## config.mk

```make
export PLATFORM = sky130hd
export DESIGN_NAME = pcrr_top
export DESIGN_NICKNAME = d
export VERILOG_FILES = /design/src/logic/pcrr_pkg.sv /design/src/logic/pcrr_clkdiv.sv /design/src/logic/pcrr_top.sv
export VERILOG_INCLUDE_DIRS = /design/src /design/src/logic
export SDC_FILE = /design/constraint.sdc
export NUM_CORES = 1
export LEC_CHECK = 0
export BUFFER_PORTS_ARGS = -buffer_cell sky130_fd_sc_hd__buf_2
export CORE_ASPECT_RATIO = 1.75
export CORE_MARGIN = 1
export CORE_UTILIZATION = 52
export DETAILED_ROUTE_END_ITERATION = 16
export GPL_TIMING_DRIVEN = 0
export PLACE_DENSITY = 0.8
export REMOVE_ABC_BUFFERS = 1
export SYNTH_ARGS = -nofsm -noshare
export SYNTH_HDL_FRONTEND = slang
export SYNTH_SLANG_ARGS = --single-unit
```

## constraint.sdc

```tcl
create_clock -name mclk -period 2.9 [get_ports mclk]
set_input_delay 0.145 -clock mclk [delete_from_list [all_inputs] [get_ports mclk]]
set_output_delay 0.145 -clock mclk [all_outputs]
set_load 0.005 [all_outputs]
```

## src/logic/pcrr_regs.svh

```systemverilog
// Register map, field layout, reset values and timing counts of the clock and reset block
//
// What this block does
// - The oscillator runs at two times the multiplier times the PLL input, and the core clock is that divided by the post divider.
// - The post divider is 2, 4, 8 or 16 from its setting in the control register, and is 2 while reset is active.
// - The PLL input is the reference clock, or the reference clock halved when the input divider is on.
// - During reset the multiplier is loaded from the two clock-ratio straps, and software may reprogram it afterwards.
// - The peripheral clock period is exactly twice the core clock period and times all peripherals.
// - The SDRAM clock period is the core clock period times the programmed SDRAM clock ratio.
// - After the reset pin rises the core stays in reset for 4096 reference cycles plus 2 core cycles.
// - A missed setup of the reset release against the reference clock may add one reference cycle, to 4097 at most.
// - Internal memory, core and serial ports run from the PLL core clock, a multiple of the reference clock.
`ifndef PCRR_REGS_SVH
`define PCRR_REGS_SVH

`define PCRR_ADDR_W 12
`define PCRR_CTRL_ADDR 12'h000
`define PCRR_STATUS_ADDR 12'h004

`define PCRR_MULT_LSB 0
`define PCRR_MULT_MSB 6
`define PCRR_DIV_LSB 7
`define PCRR_DIV_MSB 8
`define PCRR_INHALF_BIT 9
`define PCRR_SDR_LSB 10
`define PCRR_SDR_MSB 11

`define PCRR_ST_CORERST_BIT 0
`define PCRR_ST_STRAP_LSB 1
`define PCRR_ST_STRAP_MSB 2
`define PCRR_ST_DIVVAL_LSB 3
`define PCRR_ST_DIVVAL_MSB 7

`define PCRR_DIV_RESET 2'h0
`define PCRR_SDR_RESET 2'h0
`define PCRR_SDR_BASE 5'h02
`define PCRR_POSTDIV_BASE 5'h02

`define PCRR_STRAP_MULT0 7'h20
`define PCRR_STRAP_MULT1 7'h10
`define PCRR_STRAP_MULT2 7'h08
`define PCRR_STRAP_MULT3 7'h04

`define PCRR_REF_CYCLES 4096
`define PCRR_CORE_CYCLES 3'h2
`define PCRR_PCLK_RATIO 5'h02

`endif

```

## src/logic/pcrr_pkg.sv

```systemverilog
// Types shared by the clock and reset block
package pcrr_pkg;

    typedef enum logic [1:0] {
        ST_HOLD,
        ST_REF,
        ST_CORE,
        ST_RUN
    } pcrr_state_e;

    typedef struct packed {
        pcrr_state_e state;
        logic [12:0] count;
        logic refPrev;
        logic coreResetN;
        logic [6:0] mult;
        logic [1:0] divSel;
        logic [4:0] divVal;
        logic inHalf;
        logic [1:0] sdrSel;
        logic pready;
        logic pslverr;
        logic [31:0] prdata;
    } pcrr_top_s;

    typedef struct packed {
        logic [4:0] count;
        logic clk;
        logic tick;
    } pcrr_div_s;

endpackage

```

## src/logic/pcrr_clkdiv.sv

```systemverilog
// Programmable divider: output period is divide input ticks
module pcrr_clkdiv (
    // Clock and reset
    input wire logic mclk,
    input wire logic rst_n,
    // Input rate and ratio
    input wire logic tickIn,
    input wire logic [4:0] divide,
    // Divided clock
    output logic clkOut,
    output logic tickOut
);

    pcrr_pkg::pcrr_div_s r;
    pcrr_pkg::pcrr_div_s n;

    always_comb
    begin
        n = r;
        n.tick = 1'b0;
        if (tickIn)
        begin
            // Wrap also covers a ratio lowered mid-period
            if (r.count >= divide - 5'h01)
            begin
                n.count = 5'h00;
                n.tick = 1'b1;
            end
            else
            begin
                n.count = r.count + 5'h01;
            end
            n.clk = (n.count < (divide >> 1));
        end
    end

    always_ff @(posedge mclk)
    begin
        if (!rst_n)
        begin
            r <= '0;
        end
        else
        begin
            r <= n;
        end
    end

    assign clkOut = r.clk;
    assign tickOut = r.tick;

endmodule // pcrr_clkdiv

```

## src/logic/pcrr_top.sv

```systemverilog
// Core clock dividers, PLL settings and core reset release
`include "pcrr_regs.svh"

module pcrr_top #(
    parameter int REF_CYCLES = `PCRR_REF_CYCLES
) (
    // Clock and reset
    input wire logic mclk,
    input wire logic rst_n,
    // APB slave
    input wire logic psel,
    input wire logic penable,
    input wire logic pwrite,
    input wire logic [11:0] paddr,
    input wire logic [31:0] pwdata,
    output logic pready,
    output logic [31:0] prdata,
    output logic pslverr,
    // Board side
    input wire logic resetPinN,
    input wire logic referenceClockInput,
    input wire logic [1:0] clockRatioStrapPins,
    // Reset to the core
    output logic coreResetN,
    // Generated clocks
    output logic coreClock,
    output logic coreClockTick,
    output logic peripheralClock,
    output logic sdramClock,
    // Settings to the analog PLL
    output logic [6:0] pllMultiplier,
    output logic inputDividerEnable,
    output logic [4:0] pllPostDivider
);

    // First sampled edge opens the count, so full reference periods follow it
    localparam logic [12:0] REF_LAST = 13'(REF_CYCLES);

    pcrr_pkg::pcrr_top_s r;
    pcrr_pkg::pcrr_top_s n;

    logic [4:0] postDivVal;
    logic [4:0] sdrVal;
    logic [6:0] strapMult;
    logic refRise;
    logic coreTick;

    // Post divider of 2, 4, 8 or 16
    assign postDivVal = r.divVal;
    assign sdrVal = `PCRR_SDR_BASE + {3'h0, r.sdrSel};
    // Input is synchronous, so one flop of history gives the edge
    assign refRise = referenceClockInput & ~r.refPrev;

    always_comb
    begin
        case (clockRatioStrapPins)
            2'h0: strapMult = `PCRR_STRAP_MULT0;
            2'h1: strapMult = `PCRR_STRAP_MULT1;
            2'h2: strapMult = `PCRR_STRAP_MULT2;
            default: strapMult = `PCRR_STRAP_MULT3;
        endcase
    end

    always_comb
    begin
        n = r;
        n.refPrev = referenceClockInput;

        // No wait state: answer in the first access cycle
        n.pready = psel & ~penable;
        n.pslverr = 1'b0;
        n.prdata = '0;
        if (psel && !penable)
        begin
            case (paddr)
                `PCRR_CTRL_ADDR:
                begin
                    n.prdata[`PCRR_MULT_MSB:`PCRR_MULT_LSB] = r.mult;
                    n.prdata[`PCRR_DIV_MSB:`PCRR_DIV_LSB] = r.divSel;
                    n.prdata[`PCRR_INHALF_BIT] = r.inHalf;
                    n.prdata[`PCRR_SDR_MSB:`PCRR_SDR_LSB] = r.sdrSel;
                end
                `PCRR_STATUS_ADDR:
                begin
                    n.prdata[`PCRR_ST_CORERST_BIT] = r.coreResetN;
                    n.prdata[`PCRR_ST_STRAP_MSB:`PCRR_ST_STRAP_LSB] = clockRatioStrapPins;
                    n.prdata[`PCRR_ST_DIVVAL_MSB:`PCRR_ST_DIVVAL_LSB] = postDivVal;
                end
                default: n.pslverr = 1'b1;
            endcase
        end

        // Software write, honoured only outside board reset
        if (psel && penable && r.pready && pwrite && paddr == `PCRR_CTRL_ADDR && resetPinN)
        begin
            n.mult = pwdata[`PCRR_MULT_MSB:`PCRR_MULT_LSB];
            n.divSel = pwdata[`PCRR_DIV_MSB:`PCRR_DIV_LSB];
            n.inHalf = pwdata[`PCRR_INHALF_BIT];
            n.sdrSel = pwdata[`PCRR_SDR_MSB:`PCRR_SDR_LSB];
        end

        case (r.state)
            pcrr_pkg::ST_HOLD:
            begin
                if (resetPinN)
                begin
                    n.state = pcrr_pkg::ST_REF;
                    n.count = '0;
                end
            end
            pcrr_pkg::ST_REF:
            begin
                // Reference edges counted only once the pin is sampled high
                if (refRise)
                begin
                    if (r.count == REF_LAST)
                    begin
                        n.state = pcrr_pkg::ST_CORE;
                        n.count = '0;
                    end
                    else
                    begin
                        n.count = r.count + 13'h0001;
                    end
                end
            end
            pcrr_pkg::ST_CORE:
            begin
                if (coreTick)
                begin
                    if (r.count[2:0] == `PCRR_CORE_CYCLES - 3'h1)
                    begin
                        n.state = pcrr_pkg::ST_RUN;
                        n.coreResetN = 1'b1;
                    end
                    else
                    begin
                        n.count = r.count + 13'h0001;
                    end
                end
            end
            pcrr_pkg::ST_RUN:
            begin
                n.coreResetN = 1'b1;
            end
            default:
            begin
                n.state = pcrr_pkg::ST_HOLD;
            end
        endcase

        // Board reset overrides state, count, core reset and control fields and reloads defaults
        if (!resetPinN)
        begin
            n.state = pcrr_pkg::ST_HOLD;
            n.count = '0;
            n.coreResetN = 1'b0;
            n.mult = strapMult;
            n.divSel = `PCRR_DIV_RESET;
            n.inHalf = 1'b0;
            n.sdrSel = `PCRR_SDR_RESET;
        end

        // Divider value kept in a flop so the port is registered
        n.divVal = `PCRR_POSTDIV_BASE << n.divSel;
    end

    always_ff @(posedge mclk)
    begin
        if (!rst_n)
        begin
            r <= '0;
            r.state <= pcrr_pkg::ST_HOLD;
            r.mult <= `PCRR_STRAP_MULT0;
            r.divSel <= `PCRR_DIV_RESET;
            r.divVal <= `PCRR_POSTDIV_BASE;
            r.sdrSel <= `PCRR_SDR_RESET;
        end
        else
        begin
            r <= n;
        end
    end

    // Core clock: oscillator divided by the post divider
    pcrr_clkdiv u_core_div (
        .mclk(mclk),
        .rst_n(rst_n),
        .tickIn(1'b1),
        .divide(postDivVal),
        .clkOut(coreClock),
        .tickOut(coreTick)
    );

    // Peripheral clock at half the core clock
    pcrr_clkdiv u_pclk_div (
        .mclk(mclk),
        .rst_n(rst_n),
        .tickIn(coreTick),
        .divide(`PCRR_PCLK_RATIO),
        .clkOut(peripheralClock),
        .tickOut()
    );

    // SDRAM clock at the programmed ratio
    pcrr_clkdiv u_sdram_div (
        .mclk(mclk),
        .rst_n(rst_n),
        .tickIn(coreTick),
        .divide(sdrVal),
        .clkOut(sdramClock),
        .tickOut()
    );

    assign coreClockTick = coreTick;
    assign pready = r.pready;
    assign prdata = r.prdata;
    assign pslverr = r.pslverr;
    assign coreResetN = r.coreResetN;
    assign pllMultiplier = r.mult;
    assign inputDividerEnable = r.inHalf;
    assign pllPostDivider = r.divVal;

endmodule // pcrr_top

```

==> results.cfg <==
[detailed_routing]
vias = 2788
routed_wl_um = 7280
drt-pass1-iter-count = 4
drc = 0
wl_met1_um = 2740
ant_nets = 0
routed.top_layer = met4
drt_iter0_drc = 123
wl_per_cell_um = 14.1
dr_wl_met2_um = 3970
viasPerCell = 5.38
met3WireLength_um = 323

[cts]
cts_root_buf = clkbuf_16
htree_levels = 3
cts_tree = done
cts_max_path_buffers = 2
numCtsBuffers = 9
clock_latency_ps = 330
hold_buffers = 0
cts.sinks = 66
clkTransAtPathRegs_ps = 60

[sta]
maxSlewViolCount = 0
finalSetupViolations = 0
hold_viol_final = 0
finalCriticalPeriod_ps = 2630
slew-limit-headroom_pct = 34.7
timing.hold.ws_ps = 46.0
rsz0062_at_grt = false
fin_ws_ps = 266
worst_slew_pin_slew_ps = 980
tns_ps = 0
fin_skew_ps = 5.34
min_period_over_period_pct = 90.8
clock.fmax_mhz = 380

[die]
ios = 105
rows = 39
die_h_um = 112
core_mm2 = 0.00659
start_util_pct = 54.4
die_w_um = 64.8
die_area_mm2 = 0.00724

[setup_path]
cp_max_fo = 6
crit_top_cell = ha_1
crit_cells = 12
cp_data_arrival_time_ps = 2910
end_kind = flop
crit_slowest_cell = dfxtp_1
worstPathRequired_ps = 3170
slowest_delay_ps = 450
r2r_cells = 12
critPathBufInv = 1
crit_chain = inv_1, ha_1, xnor2_1, ha_1, nand2_1, o21ai_1, nor2_1, ha_1, a21oi_1, o22ai_1, nor3b_1, o21a_1
crit_type = flop to flop
startpoint_type = flop
cpLargestDelayFamily = adder cells

[synthesis]
synth-seq-cells = 66
yosysSeqAreaShare_pct = 36.9
synthArstFlopShare_pct = 0
yosys_warnings = 0
synth-main-ff-cell = dfxtp_1
yosys.area.top_type = dfxtp_1
synth_top_area_share_pct = 36.9
ys_types = 58
synth_area_leaders = dfxtp_1, buf_4, ha_1
syn_avg_cell_area_um2 = 9.17
synth.cell_area_mm2 = 0.00358
syn_inst = 391
synth_edf_count = 0

[cells_and_area]
nFillCells = 579
layout.nets = 508
final_common_cell = dfxtp_1
drive_gt1_share_pct = 20.6
finish.instance_area_mm2 = 0.00396
area_growth_pct = 10.4
final_cell_mix = dfxtp_1, buf_2, nor2_1, inv_1, ha_1
insertedDiodeCount = 0

[placement]
dpl_worst_slack_ps = 119
hpwl_um = 5380
placedInstanceArea_mm2 = 0.00369
gp_congestion = 0.881
port_buffers = 63

[power]
p_leak_uw = 0.00168
power_density_mw_per_mm2 = 644
ir_drop_mv = 0.348

[status]
outcome = finished, final reports clean

[global_routing]
grt_usage_pct = 21.5
antenna_found_initial = 0
grt_max_degree = 25
first_global_vias = 2761
grt_pass1_wl_um = 11900
grt-ovfl-total = 0

[flow_run]
maxCapViolCount = 0

[hold_path]
whs_path_depth = 3
hp-class = input pin to flop
layer usage:
layer,vias up,global-route usage [%]
li1,1387,-
met1,1304,21.3
met2,74,38.6
met3,23,5.64
met4,0,12.7
met5,-,0
cell usage after synthesis (3+ instances only):
cell	number
nand2_1	14
a21oi_1	23
nand3b_1	6
inv_1	27
clkbuf_1	5
a21boi_0	4
mux2i_1	22
buf_4	46
and4_1	3
o211ai_1	4
nor2b_1	3
nor2_1	29
xnor2_1	4
o31ai_1	9
nand2b_1	6
dfxtp_1	66
and2b_1	3
ha_1	24
o21a_1	3
and2_1	8
or4_1	8
nand4_1	4
or3_1	3
o21ai_0	9
nand3_1	10
nor3_1	6
path summary, 6_finish.rpt:
kind	startpoint	to	slack (ps)
max	pllPostDivider[1]	u_core_div.clkOut	270
min	pwdata[0]	pllMultiplier[0]	50
max reg2reg	pllPostDivider[1]	u_core_div.clkOut	270
min reg2reg	u_pclk_div.r[5]	u_pclk_div.r[5]	450
report_power, final:
part           leakage [µW]  internal (µW)  total [µW]  switching [µW]
sequential         0.000535            971        1050            82.4
clock              0.000131            596         980             384
combinational       0.00101            241         518             277
layout make-up:
class | count | area, µm² | share of cell area, %
clock buffers | 11 | 243 | 6.13
repair buffers | 63 | 315 | 7.96
multi-input cells | 264 | 1850 | 46.6
flip-flops and latches | 66 | 1320 | 33.4
clock inverters | 5 | 30.0 | 0.759
well taps | 82 | 103 | 2.59
inverters | 27 | 101 | 2.56
cell families after synthesis:
group	synth area share, %
and+or+nand+nor	19.9
DFF	36.9
other	0.105
AOI/OAI and AO/OA	13.4
buffers and inverters	13.8
xor gates and xnor gates	1.47
muxes	6.14
adders and majority gates	8.38
worst reg2reg max path: stages (launching register included):
cell and delay, ps:
dfxtp_1 450, inv_1 70, ha_1 210, xnor2_1 120
ha_1 270, nand2_1 60, o21ai_1 330, nor2_1 110
ha_1 300, a21oi_1 150, o22ai_1 90, nor3b_1 250
o21a_1 160
repair_timing:
action | 4_1_cts | 5_1_grt
gates resized for setup | 0 | 1
buffers inserted | 0 | 0
setup endpoints to repair | 0 | 1
sequential cells by signal (all words and copies together) (netlist names):
signal / cells
inputDividerEnable: 1
pready: 1
pslverr: 1
u_pclk_div.r: 5
u_sdram_div.clkOut: 1
prdata: 12
u_pclk_div.clkOut: 1
u_core_div.r: 5
u_core_div.clkOut: 1
pllPostDivider: 4
u_core_div.tickOut: 1
coreResetN: 1
r: 20
u_sdram_div.r: 5
pllMultiplier: 7
stage by stage:
stage               power, µW  utilization, %  instances
floorplan                1410               -        357
global placement         1550            56.0        502
detailed placement       1580            56.0        502
CTS                      2560            60.1        518
global route             2690            60.1        518
finish                   2550            60.1        518
Power figures use the tool's default switching activity.
